**src/mabp_defines.vh**
```
/*
 * Constants for the multiplexed address/data bus pin block.
 * Assumes a 20 MHz processor clock and inclusion by bare name.
 */
`ifndef MABP_DEFINES_VH
`define MABP_DEFINES_VH

// ****************************************
// Cycle type encoding {lowest line, upper byte enable}
// ****************************************
`define MABP_TYPE_WORD      2'b00
`define MABP_TYPE_EVEN      2'b01
`define MABP_TYPE_ODD       2'b10
`define MABP_TYPE_REFRESH   2'b11

// ****************************************
// Field positions and reset values
// ****************************************
`define MABP_UPPER_MSB      19
`define MABP_UPPER_LSB      16
`define MABP_LOW_MSB        15
`define MABP_UPPER_IDLE     4'h0
`define MABP_DATA_IDLE      16'h0000

// ****************************************
// Timing: clock rate and phase lengths in cycles
// ****************************************
`define MABP_CLOCK_HZ       20000000
`define MABP_ADDR_CYCLES    1
`define MABP_DATA_CYCLES    2
`define MABP_BAUD_DIV_MIN   2

`endif

```
**src/mabp_bus.v**
```verilog
/*
 * Bus pin sequencer: address phase, strobe, data phase, cycle type
 * encoding, coprocessor busy stall and alternate baud clock sampling.
 * Assumes the core holds a request until it is accepted, and that the
 * testbench resolves the shared lines from the enables.
 */
`timescale 1ns/100ps
`default_nettype none
`include "mabp_defines.vh"

// How it works
// - The upper four address bits are driven in the address phase for latching.
// - The upper address lines read as zero throughout the data phase.
// - The low sixteen address bits are driven on the shared lines in the address phase.
// - Data phase carries write data from the device or read data from the addressed party.
// - The active-high address strobe is raised in the address phase of each cycle.
// - The upper-byte enable goes low when the cycle uses the upper data byte.
// - Lowest line with the upper-byte enable encode word, even, odd and refresh.
// - A high coprocessor busy input stalls the device during coprocessor work.
// - The device resumes once busy is sampled low.
module mabp_bus (
	input  wire        clock_i,
	input  wire        rst_b_i,
	input  wire        req_valid_i,
	output wire        req_ready_o,
	input  wire [19:0] req_addr_i,
	input  wire        req_write_i,
	input  wire        req_byte_i,
	input  wire        req_refresh_i,
	input  wire [15:0] req_wdata_i,
	input  wire        copro_op_i,
	output reg         rsp_valid_o,
	output reg  [15:0] rsp_rdata_o,
	output wire        stall_o,
	input  wire [15:0] muxed_line_i,
	output reg  [15:0] muxed_line_o,
	output reg  [15:0] muxed_line_oe_b_o,
	output reg  [3:0]  upper_addr_line_o,
	output reg         addr_strobe_o,
	output reg         upper_byte_en_b_o,
	input  wire        copro_busy_i,
	input  wire        serial0_alt_baud_clock_i,
	input  wire        serial1_alt_baud_clock_i,
	output wire        serial0_baud_tick_o,
	output wire        serial1_baud_tick_o
);

	localparam ST_IDLE = 2'h0;
	localparam ST_ADDR = 2'h1;
	localparam ST_DATA = 2'h2;

	reg  [1:0]  state;
	reg  [1:0]  count;
	reg  [1:0]  next_state;
	reg  [1:0]  next_count;
	reg         cur_write;
	reg  [15:0] cur_wdata;
	reg  [1:0]  sync_busy;
	wire        busy_s;
	wire [1:0]  cycle_type;
	wire        addr_done;
	wire        data_done;
	wire [1:0]  baud_pin;
	wire [1:0]  baud_tick;

	// ****************************************
	// Cycle type function
	// ****************************************
	// Type encoding
	function [1:0] mabp_type;
		input       refresh;
		input       byte_op;
		input       a0;
		begin
			if (refresh)
				mabp_type = `MABP_TYPE_REFRESH;
			else if (!byte_op)
				mabp_type = `MABP_TYPE_WORD;
			else if (a0)
				mabp_type = `MABP_TYPE_ODD;
			else
				mabp_type = `MABP_TYPE_EVEN;
		end
	endfunction

	assign cycle_type = mabp_type(req_refresh_i, req_byte_i, req_addr_i[0]);

	// ****************************************
	// Input synchronisers
	// ****************************************
	always @(posedge clock_i or negedge rst_b_i) begin
		if (!rst_b_i) begin
			sync_busy <= 2'h0;
		end else begin
			sync_busy <= {sync_busy[0], copro_busy_i};
		end
	end

	// ****************************************
	// Alternate baud clock edge detectors
	// ****************************************
	assign baud_pin = {serial1_alt_baud_clock_i, serial0_alt_baud_clock_i};

	genvar gi;
	generate
		for (gi = 0; gi < 2; gi = gi + 1) begin : g_baud
			reg [2:0] sync_pin;
			always @(posedge clock_i or negedge rst_b_i) begin
				if (!rst_b_i) begin
					sync_pin <= 3'h0;
				end else begin
					sync_pin <= {sync_pin[1:0], baud_pin[gi]};
				end
			end
			// Rising-edge tick, valid only up to half rate
			assign baud_tick[gi] = sync_pin[1] & ~sync_pin[2];
		end
	endgenerate

	assign serial0_baud_tick_o = baud_tick[0];
	assign serial1_baud_tick_o = baud_tick[1];

	assign busy_s = sync_busy[1];
	// Stall while busy during coprocessor work
	assign stall_o     = copro_op_i & busy_s;
	// Accept again once busy reads low
	assign req_ready_o = (state == ST_IDLE) & ~stall_o;

	// ****************************************
	// Phase counter and next state
	// ****************************************
	assign addr_done = (count == `MABP_ADDR_CYCLES - 1);
	assign data_done = (count == `MABP_DATA_CYCLES - 1);

	always @* begin
		next_state = state;
		next_count = count;
		case (state)
		ST_IDLE: begin
			if (req_valid_i && req_ready_o) begin
				next_state = ST_ADDR;
				next_count = 2'h0;
			end
		end
		ST_ADDR: begin
			if (addr_done) begin
				next_state = ST_DATA;
				next_count = 2'h0;
			end else begin
				next_count = count + 2'h1;
			end
		end
		ST_DATA: begin
			if (data_done) begin
				next_state = ST_IDLE;
				next_count = 2'h0;
			end else begin
				next_count = count + 2'h1;
			end
		end
		default: begin
			next_state = ST_IDLE;
			next_count = 2'h0;
		end
		endcase
	end

	// ****************************************
	// Bus cycle sequencer
	// ****************************************
	always @(posedge clock_i or negedge rst_b_i) begin
		if (!rst_b_i) begin
			state             <= ST_IDLE;
			count             <= 2'h0;
			cur_write         <= 1'b0;
			cur_wdata         <= `MABP_DATA_IDLE;
			muxed_line_o      <= `MABP_DATA_IDLE;
			muxed_line_oe_b_o <= 16'hffff;
			upper_addr_line_o <= `MABP_UPPER_IDLE;
			addr_strobe_o     <= 1'b0;
			upper_byte_en_b_o <= 1'b1;
			rsp_valid_o       <= 1'b0;
			rsp_rdata_o       <= `MABP_DATA_IDLE;
		end else begin
			state       <= next_state;
			count       <= next_count;
			rsp_valid_o <= 1'b0;
			case (state)
			ST_IDLE: begin
				if (req_valid_i && req_ready_o) begin
					cur_write         <= req_write_i;
					cur_wdata         <= req_wdata_i;
					upper_addr_line_o <= req_addr_i[`MABP_UPPER_MSB:`MABP_UPPER_LSB];
					muxed_line_o      <= req_addr_i[`MABP_LOW_MSB:0];
					muxed_line_oe_b_o <= 16'h0000;
					addr_strobe_o     <= 1'b1;
					upper_byte_en_b_o <= cycle_type[0];
				end
			end
			ST_ADDR: begin
				if (addr_done) begin
					addr_strobe_o     <= 1'b0;
					// Upper lines zero in data phase
					upper_addr_line_o <= `MABP_UPPER_IDLE;
					muxed_line_o      <= cur_write ? cur_wdata : `MABP_DATA_IDLE;
					muxed_line_oe_b_o <= cur_write ? 16'h0000 : 16'hffff;
				end
			end
			ST_DATA: begin
				if (data_done) begin
					muxed_line_oe_b_o <= 16'hffff;
					muxed_line_o      <= `MABP_DATA_IDLE;
					upper_byte_en_b_o <= 1'b1;
					rsp_rdata_o       <= cur_write ? `MABP_DATA_IDLE : muxed_line_i;
					rsp_valid_o       <= 1'b1;
				end
			end
			default: begin
				rsp_valid_o <= 1'b0;
			end
			endcase
		end
	end

endmodule
`default_nettype wire

```
**config.mk**
```make
export PLATFORM = sky130hd
export DESIGN_NAME = mabp_bus
export DESIGN_NICKNAME = d
export VERILOG_FILES = /design/src/mabp_bus.v
export VERILOG_INCLUDE_DIRS = /design/src
export SDC_FILE = /design/constraint.sdc
export NUM_CORES = 1
export LEC_CHECK = 0
export BUFFER_PORTS_ARGS = -buffer_cell sky130_fd_sc_hd__buf_4
export CORE_MARGIN = 2
export CORE_UTILIZATION = 45
export CTS_CLUSTER_DIAMETER = 80
export DETAILED_ROUTE_END_ITERATION = 12
export GPL_TIMING_DRIVEN = 0
export PLACE_DENSITY = 0.78
export SLEW_MARGIN = 20
export SYNTH_ARGS = -nofsm -noshare
export SYNTH_HDL_FRONTEND = slang
export SYNTH_SLANG_ARGS = --single-unit
```
**constraint.sdc**
```tcl
create_clock -name clock_i -period 2.1 [get_ports clock_i]
set_input_delay 0.21 -clock clock_i [delete_from_list [all_inputs] [get_ports clock_i]]
set_output_delay 0.21 -clock clock_i [all_outputs]
set_load 0.005 [all_outputs]
```
==> impl_metrics.yaml, run 1 <==
outcome:
  status: "finished, violations left"
  violations: "hold timing"
flow_run:
  cap_violations: 0
logic_synthesis:
  synth_area_um2: 3290
  synth_cell_type_count: 36
  synth_edf_count: 0
  yosys_warnings: 0
  synth_cells: 294
  async_flop_share_pct: 100
  ys.flop_type: "dfrtp_1"
  syn_avg_cell_area_um2: 11.2
  syn_nets: 365
  ys_ff_latch: 69
  ys_seq_area_share_pct: 52.5
power_and_ir_drop:
  powerDensity_nw_per_um2: 1490
  vdd_drop_max_uv: 726
  total_power_uw: 6930
  p_leak_uw: 0.00239
route:
  vias_per_cell: 4.92
  vias: 2649
  drc: 0
  drt_first_pass_iters: 4
  routedWlPerCell_um: 14.2
  totalWireLength_mm: 7.64
  ant_nets: 0
  dr.first_iter.drc_count: 113
clock_network:
  clkSinkCount: 69
  clk_latency_ns: 0.34
  cts.clk_slew.worst_paths_ns: 0.07
  clock_path_buffers: 2
  numCtsBuffers: 9
  ctsRootBufferMaster: "clkbuf_8"
  h-tree-depth: 3
  cts_tree: "done"
floorplanning:
  ios: 121
  start_util_pct: 45.9
  num_rows: 31
  coreArea_um2: 7180
  die_x_um: 89.6
  die_h_um: 89.6
  die_area_um2: 8020
worst_setup_path:
  regToRegEndpoint: "muxed_line_o[9]"
  r2r_start: "state[1]"
  worstPathRequired_ns: 2.32
  endpoint_kind: "flop"
  crit_type: "flop to flop"
  reg2reg_slack_ns: 0.06
  cp-start-kind: "flop"
  crit_arrival_ns: 2.27
  ff2ff_path_depth: 7
  path_max_fanout: 7
place:
  place_inst: 512
  placed_cell_area_um2: 4320
  numPortBuffers: 119
  dpl.hpwl_mm: 5.37
  place_congestion: 0.781
layout:
  final_common_cell: "buf_4"
  stdcell_area_um2: 4650
  instances_no_fill: 538
  post-route-util_pct: 64.8
  layout_common_cells: "141 x buf_4, 67 x dfrtp_1, 36 x nand2_1"
  antenna_cells: 0
  drive_above_1_share_pct: 48.3
  final_nets: 505
  area_delta_synth_final_pct: 41.1
  fillers: 606
sta:
  finalSetupViolations: 0
  period_needed_ns: 2.04
  finalClockSkew_ns: 0.00958
  clock.fmax_ghz: 0.490
  period_share_pct: 97.3
  worst_pin_slew_ns: 0.875
  slew_headroom_pct: 41.7
  drv_slew: 0
  whs_ns: -0.0133
  finalHoldViolCount: 4
global_route:
  grt_pass1_wl_mm: 11.8
  grt_start_max_net_pins: 70
  grt_pass1_vias: 2463
  grt_antenna_before_repair: 0
  overflow: 0
  grt_usage_pct: 19.3
hold_path:
  hp-class: "input pin to asynchronous set/reset pin"
synthesized netlist by cell type, types with 3 or more instances:
cell / count / area share, %
dfrtp_1: 67 / 51
nand2_1: 37 / 4.2
inv_1: 28 / 3.2
mux2_2: 25 / 8.5
o21ai_0: 18 / 2.7
buf_4: 17 / 3.9
o22ai_1: 17 / 3.2
nand2b_1: 16 / 3.0
clkbuf_1: 10 / 1.1
ha_1: 9 / 3.4
mux2_4: 9 / 4.1
nor2b_1: 5 / 0.95
a32oi_1: 4 / 1.1
o2bb2ai_1: 4 / 1.1
a21oi_1: 3 / 0.46
per-layer routing:
| layer | routed length, um | vias to the layer above | GRT usage (%) |
|---|---|---|---|
| met5 | 0 | - | 0 |
| met4 | 114 | 0 | 8.14 |
| met3 | 476 | 7 | 3.60 |
| met2 | 3740 | 99 | 30.5 |
| met1 | 3310 | 1278 | 26.1 |
| li1 | - | 1265 | - |
kinds of logic (layout without fill, tap and decap cells):
group | count (synthesis) | count (layout) | share of synthesized area, %
adder cells (fa/ha/maj) | 9 | 9 | 3.42
multiplexers | 35 | 35 | 13.0
AND/OR/NAND/NOR | 62 | 62 | 9.08
buffers and inverters | 60 | 205 | 9.61
flip-flops | 69 | 69 | 52.5
AO/OA/AOI/OAI | 59 | 59 | 12.5
critical path, cell delays in order, from the launching register on:
cell and delay [ns]:
dfrtp_1 0.40, inv_1 0.10, ha_1 0.21, and2b_2 0.23
a2111oi_4 0.31, buf_4 0.20, buf_6 0.14, mux2_2 0.33
registers in the layout, summed over array words and instances, names as in the netlist, 2 cells and up:
register           cells
cur_wdata             16
muxed_line_o          16
rsp_rdata_o           16
g_baud.sync_pin        6
upper_addr_line_o      4
count                  2
state                  2
sync_busy              2
cell type report:
class / count / area (um2) / area share (%)
plain buffers: 31 / 216 / 4.66
repair buffers: 130 / 1000 / 21.6
well taps: 99 / 124 / 2.66
clock buffers: 13 / 159 / 3.42
flip-flops and latches: 69 / 1730 / 37.2
clock inverters: 3 / 43.8 / 0.942
inverters: 28 / 105 / 2.26
multi-input cells: 165 / 1270 / 27.2
where the power goes:
group / switching [uW] / internal, uW
logic: 1520 / 2060
registers: 336 / 1920
clock network: 486 / 615
how the worst max path moves through the flow:
stage | from | to | slack, ns | cells past startpoint
after floorplan | state[0] | muxed_line_o[0] | 0.02 | 6
after global placement | state[0] | muxed_line_o[0] | -0.24 | 6
after detailed placement | state[1] | cur_wdata[6] | -0.29 | 8
after CTS | state[1] | muxed_line_o[0] | 0.007 | 7
after global routing | state[1] | muxed_line_o[9] | -0.02 | 7
final | state[1] | muxed_line_o[9] | 0.06 | 7
metrics by stage:
| step | setup TNS [ns] | worst slack, ns |
|---|---|---|
| final | 0 | 0.0573 |
| after global routing | -0.0788 | -0.0226 |
| after CTS | 0 | 0.00745 |
| after detailed placement | -6.33 | -0.285 |
| after global placement | -4.78 | -0.240 |
| after floorplan | 0 | 0.0249 |
timing repair:
action / in CTS / in global routing
cloned: 0 / 1
hold buffers: 3 / 0
endpoints found under the setup margin: 35 / 27
pin swaps: 1 / 1
gates resized for setup: 3 / 13
hold endpoints to repair: 3 / 0
buffers inserted: 2 / 5
Note: power is estimated with default switching activity, not from simulation.
==> run 2: changes to the inputs <==
--- a/config.mk
+++ b/config.mk
@@ -7,12 +7,14 @@
 export NUM_CORES = 1
 export LEC_CHECK = 0
 export BUFFER_PORTS_ARGS = -buffer_cell sky130_fd_sc_hd__buf_4
+export CELL_PAD_IN_SITES_DETAIL_PLACEMENT = 0
+export CELL_PAD_IN_SITES_GLOBAL_PLACEMENT = 1
 export CORE_MARGIN = 2
-export CORE_UTILIZATION = 45
+export CORE_UTILIZATION = 34
 export CTS_CLUSTER_DIAMETER = 80
 export DETAILED_ROUTE_END_ITERATION = 12
 export GPL_TIMING_DRIVEN = 0
-export PLACE_DENSITY = 0.78
+export PLACE_DENSITY = 0.77
 export SLEW_MARGIN = 20
 export SYNTH_ARGS = -nofsm -noshare
 export SYNTH_HDL_FRONTEND = slang
==> constraint.sdc (replaced) <==
create_clock -name clock_i -period 2.1 [get_ports clock_i]
set_input_delay 0.105 -clock clock_i [delete_from_list [all_inputs] [get_ports clock_i]]
set_output_delay 0.105 -clock clock_i [all_outputs]
set_load 0.005 [all_outputs]
==> run 2 against run 1 <==
  * The flow now finishes without violations
  * Flip-flop and latch count is the same
  * Via count shrank 1.1%
  * Core utilization shrank 13 points
==> impl_metrics.yaml, run 2 (synthesis results as in run 1) <==
floorplanning:
  die_x_um: 102
  ios: 121
  coreArea_um2: 9330
  die_h_um: 102
  die_area_um2: 10500
  start_util_pct: 35.3
  num_rows: 35
sta:
  finalSetupViolations: 0
  period_share_pct: 95.4
  slew_headroom_pct: 40.3
  drv_slew: 0
  period_needed_ns: 2.00
  finalHoldViolCount: 0
  worst_pin_slew_ns: 0.895
  rsz0062_at_grt: "false"
  clock.fmax_ghz: 0.499
  finalClockSkew_ns: 0.0145
hold_path:
  hp-class: "input pin to flop"
flow_run:
  cap_violations: 0
global_route:
  grt_start_max_net_pins: 70
  grt_antenna_before_repair: 0
  grt_pass1_wl_mm: 12.7
  grt_usage_pct: 15.7
  overflow: 0
  grt_pass1_vias: 2677
power_and_ir_drop:
  p_clk_share_pct: 15.8
  p_sw_uw: 2360
  intPower_uw: 4540
  power_frac_seq_pct: 32.8
  total_power_uw: 6900
  p_leak_uw: 0.00245
  swShare_pct: 34.2
  powerDensity_nw_per_um2: 1420
  combPwrFrac_pct: 51.5
  vdd_drop_max_uv: 618
clock_network:
  numCtsBuffers: 9
  h-tree-depth: 3
  clkSinkCount: 69
  clk_latency_ns: 0.35
  cts.clk_slew.worst_paths_ns: 0.09
  cts_tree: "done"
  ctsRootBufferMaster: "clkbuf_8"
  clock_path_buffers: 2
route:
  vias_per_cell: 4.47
  vias: 2619
  ant_nets: 0
  dr.first_iter.drc_count: 54
  totalWireLength_mm: 7.85
  routedWlPerCell_um: 13.4
  drc: 0
  drt_first_pass_iters: 4
layout:
  area_delta_synth_final_pct: 47.4
  antenna_cells: 0
  top_regs: "cur_wdata x16, muxed_line_o x16, rsp_rdata_o x16"
  drive_above_1_share_pct: 46.8
  instances_no_fill: 586
  final_nets: 523
  final_common_cell: "buf_4"
  post-route-util_pct: 52.1
  layout_common_cells: "142 x buf_4, 67 x dfrtp_1, 36 x nand2_1"
place:
  place_congestion: 0.746
  place_inst: 542
  numPortBuffers: 119
  dpl.hpwl_mm: 5.58
worst_setup_path:
  cp-start-kind: "flop"
  reg2reg_slack_ns: 0.1
  crit_arrival_ns: 2.23
  endpoint_kind: "flop"
  worstPathRequired_ns: 2.33
  crit_type: "flop to flop"
  path_max_fanout: 10
outcome:
  status: "completed"
==> run 2: cell count changes in the layout (fill, tap and decap cells not counted), sizes merged <==
cell and change:
clkbuf -5, inv +2, clkinvlp +2, dlygate4sd3 +18
buf +1
==> run 2: stage by stage <==
stage | hold slack [ns] | setup TNS (ns) | setup slack, ns | cell area, um2
after floorplan | -0.191 | 0 | 0.0249 | 3300
after global placement | 0.215 | -6.06 | -0.279 | 4350
after detailed placement | 0.215 | -7.34 | -0.332 | 4350
after CTS | 0.00199 | 0 | 0.0396 | 4810
after global routing | 0.0176 | 0 | 0.00947 | 4860
final | 0.0207 | 0 | 0.0967 | 4860
==> run 2: timing repair <==
item	CTS	global route
gates resized for setup	6	8
hold buffers	21	0
buffers inserted	4	4
hold endpoints to repair	87	0
pin swaps	2	0
endpoints found under the setup margin	35	29
==> run 2: worst max-delay path: stages, from the launching register on <==
cell	delay, ns
dfrtp_1	0.42
inv_1	0.09
ha_1	0.19
and2b_2	0.27
a2111oi_4	0.26
buf_4	0.20
buf_12	0.15
mux2_4	0.30
==> run 2: area by class of cell <==
class	instances	area, um2
flip-flops and latches	69	1730
repair buffers	148	1180
clock buffers	9	124
plain buffers	31	221
well taps	129	161
multi-input cells	165	1270
fillers	875	4470
clock inverters	7	72.6
inverters	28	105
==> run 2: routing by layer <==
metal / global-route usage, % / part of all wire, % / wire length [um] / up-vias
met1: 20.3 / 46 / 3600 / 1221
li1: - / - / - / 1300
met5: 0 / 0 / 0 / -
met4: 6.46 / 1.5 / 119 / 0
met3: 3.90 / 6.4 / 502 / 11
met2: 25.3 / 46 / 3630 / 87
==> run 2: path summary, 6_finish.rpt <==
kind,endpoint,from,depth (start not counted)
setup reg to reg,muxed_line_o[7],count[1],7
max in group asynchronous,cur_wdata[1],rst_b_i,2
setup / recovery,muxed_line_o[7],count[1],7
hold reg to reg,g_baud[0].sync_pin[1],g_baud[0].sync_pin[0],0
hold / removal,rsp_rdata_o[10],muxed_line_i[10],3
min in group asynchronous,cur_wdata[10],rst_b_i,2
==> run 2: power by group through the flow <==
stage	Sequential, uW	Combinational, uW	Clock [uW]
2_1_floorplan	2250	2070	0
3_3_place_gp	2270	3280	0
3_5_place_dp	2290	3340	0
4_1_cts	2270	3520	1120
5_1_grt	2340	3930	1190
6_report	2260	3550	1090
==> run 3: changes to the inputs <==
--- a/config.mk
+++ b/config.mk
@@ -6,15 +6,16 @@
 export SDC_FILE = /design/constraint.sdc
 export NUM_CORES = 1
 export LEC_CHECK = 0
+export ABC_AREA = 1
 export BUFFER_PORTS_ARGS = -buffer_cell sky130_fd_sc_hd__buf_4
 export CELL_PAD_IN_SITES_DETAIL_PLACEMENT = 0
 export CELL_PAD_IN_SITES_GLOBAL_PLACEMENT = 1
 export CORE_MARGIN = 2
-export CORE_UTILIZATION = 34
+export CORE_UTILIZATION = 32
 export CTS_CLUSTER_DIAMETER = 80
 export DETAILED_ROUTE_END_ITERATION = 12
 export GPL_TIMING_DRIVEN = 0
-export PLACE_DENSITY = 0.77
+export PLACE_DENSITY = 0.78
 export SLEW_MARGIN = 20
 export SYNTH_ARGS = -nofsm -noshare
 export SYNTH_HDL_FRONTEND = slang
==> run 3 against run 2 <==
  * Largest power group unchanged
  * Flip-flop and latch count unchanged
  * Wire length increased by 4.5%
  * Die area up 3.0%
  * Synthesized area fell by 2.9%
  * Clock power is 6% higher
  * Critical path type unchanged
  * Final area fell by 3.6%
  * Highest routed layer unchanged
  * Core utilization fell by 3.9 points
==> impl_metrics.yaml, run 3 <==
outcome:
  status: "completed"
logic_synthesis:
  synth_cell_type_count: 21
  synth_edf_count: 0
  yosys.area.top_type: "dfrtp_1"
  async_flop_share_pct: 100
  yosysMostFrequentCell: "nand2_1"
  ys.flop_type: "dfrtp_1"
  ys_top_cells_by_area: "dfrtp_1 52%, nand2_1 22%, buf_4 4.0%"
  yosys-top-cells-count: "191 x nand2_1, 67 x dfrtp_1, 22 x o21ai_0"
  syn_avg_cell_area_um2: 8.31
  ys_ff_latch: 69
  syn_nets: 456
  synth_cells: 385
  ys_seq_area_share_pct: 54.1
  yosys_warnings: 0
  synth_area_um2: 3200
  synth_top_area_share_pct: 52.4
sta:
  fin_tns_setup_ns: 0
  rsz0062_at_grt: "false"
  period_needed_ns: 1.84
  worst_pin_slew_ns: 0.858
  period_share_pct: 87.8
  drv_slew: 0
  finalSetupViolations: 0
  finalHoldViolCount: 0
  clock.fmax_ghz: 0.542
  finalClockSkew_ns: 0.00489
  setup_slack_ns: 0.256
  slew_headroom_pct: 42.8
layout:
  final_nets: 608
  area_delta_synth_final_pct: 46.4
  drive_above_1_share_pct: 31.2
  final_common_cell: "nand2_1"
  top_regs: "cur_wdata x16, muxed_line_o x16, rsp_rdata_o x16"
  layout_common_cells: "191 x nand2_1, 137 x buf_4, 67 x dfrtp_1"
  antenna_cells: 0
place:
  post-place-ws_ns: 0.244
  place_congestion: 0.761
  dpl.hpwl_mm: 6.06
  numPortBuffers: 120
worst_setup_path:
  cp-start-kind: "flop"
  crit_type: "flop to flop"
  path_max_fanout: 10
  startpoint: "state[0]"
  worstPathRequired_ns: 2.33
  endpoint_kind: "flop"
  r2r_start: "state[0]"
  crit_arrival_ns: 2.07
route:
  dr.first_iter.drc_count: 105
  drt_first_pass_iters: 5
  routedWlPerCell_um: 12.2
  totalWireLength_mm: 8.20
  vias_per_cell: 4.29
  drc: 0
  ant_nets: 0
  vias: 2895
global_route:
  grt_usage_pct: 15.6
  grt_antenna_before_repair: 0
  overflow: 0
  grt_pass1_wl_mm: 13.6
  grt_start_max_net_pins: 70
  grt_pass1_vias: 2876
  grt.busiest_layer: "met2"
  met2_usage_pct: 25.3
  grt_use_met3_pct: 4.39
  gr-usage-met1_pct: 19.9
clock_network:
  cts_resized: 0
  clkSinkCount: 69
  numCtsBuffers: 9
  ctsRootBufferMaster: "clkbuf_8"
  clk_latency_ns: 0.34
  clock_path_buffers: 2
  cts.clk_slew.worst_paths_ns: 0.07
  cts_tree: "done"
  h-tree-depth: 3
hold_path:
  hp-class: "input pin to flop"
  min_from: "muxed_line_i[3]"
power_and_ir_drop:
  vdd_drop_max_uv: 488
  p_leak_uw: 0.00258
  powerDensity_nw_per_um2: 1310
floorplanning:
  start_util_pct: 32.9
  die_area_um2: 10800
  ios: 121
  num_rows: 36
  coreArea_um2: 9730
  die_x_um: 104
  die_h_um: 104
flow_run:
  cap_violations: 0
## run 3: worst paths after layout
| kind | depth (start not counted) | slack [ns] | endpoint |
|---|---|---|---|
| setup reg to reg | 7 | 0.26 | cur_wdata[14] |
| hold / removal | 3 | 0.02 | rsp_rdata_o[3] |
| min in group asynchronous | 2 | 0.42 | muxed_line_o[3] |
| max in group asynchronous | 2 | 1.12 | sync_busy[0] |
| setup / recovery | 7 | 0.26 | cur_wdata[14] |
| hold reg to reg | 0 | 0.36 | g_baud[1].sync_pin[1] |
## run 3: layer usage
metal	vias up	share of wire, %	wire (um)
met5	-	0	0
li1	1493	-	-
met2	89	47	3820
met4	0	1.8	144
met1	1300	46	3780
met3	13	5.6	461
## run 3: what timing repair did
action,CTS,global route
hold buffers,21,0
hold endpoints to repair,87,0
setup buffers,0,0
## run 3: kinds of logic (layout without fill, tap and decap cells)
kind of cell,count (synthesis),count (layout),share of synthesized area (%)
AND/OR/NAND/NOR,232,232,30.2
flip-flops,69,69,54.1
buffers and inverters,50,207,8.25
AO/OA/AOI/OAI,25,25,3.91
adder cells (fa/ha/maj),9,9,3.52
## run 3: critical path, cell delays in order (launching register included)
cell	delay, ns
dfrtp_1	0.41
inv_1	0.10
ha_1	0.30
nand3_4	0.19
clkinv_1	0.32
buf_2	0.29
nand2_1	0.08
nand2_1	0.05
## run 3: final cells by class
| type | count | area (um2) |
|---|---|---|
| buffer | 28 | 181 |
| sequential | 69 | 1730 |
| multi-input combinational | 266 | 1200 |
| timing repair buffer | 141 | 1110 |
| fill | 976 | 5050 |
| tap | 133 | 166 |
| inverter | 22 | 82.6 |
| clock buffer | 11 | 131 |
| clock inverter | 5 | 75.1 |
## run 3: power by group
group | internal [uW] | leakage [uW] | total (uW) | switching, uW
registers | 1890 | 0.000830 | 2220 | 329
clock network | 664 | 0.000107 | 1150 | 484
logic | 1290 | 0.00165 | 2780 | 1490
total | 3850 | 0.00258 | 6150 | 2300
## run 3: metrics by stage
| stage | total power, uW | cell area [um2] | utilization (%) | std cells | hold WS, ns |
|---|---|---|---|---|---|
| 2_1_floorplan | 3810 | 3200 | - | 385 | -0.191 |
| 3_3_place_gp | 4960 | 4270 | 43.8 | 638 | 0.216 |
| 3_5_place_dp | 5020 | 4270 | 43.8 | 638 | 0.216 |
| 4_1_cts | 6240 | 4680 | 48.1 | 675 | 0.00354 |
| 5_1_grt | 6690 | 4680 | 48.1 | 675 | 0.0207 |
| 6_report | 6150 | 4680 | 48.1 | 675 | 0.0180 |
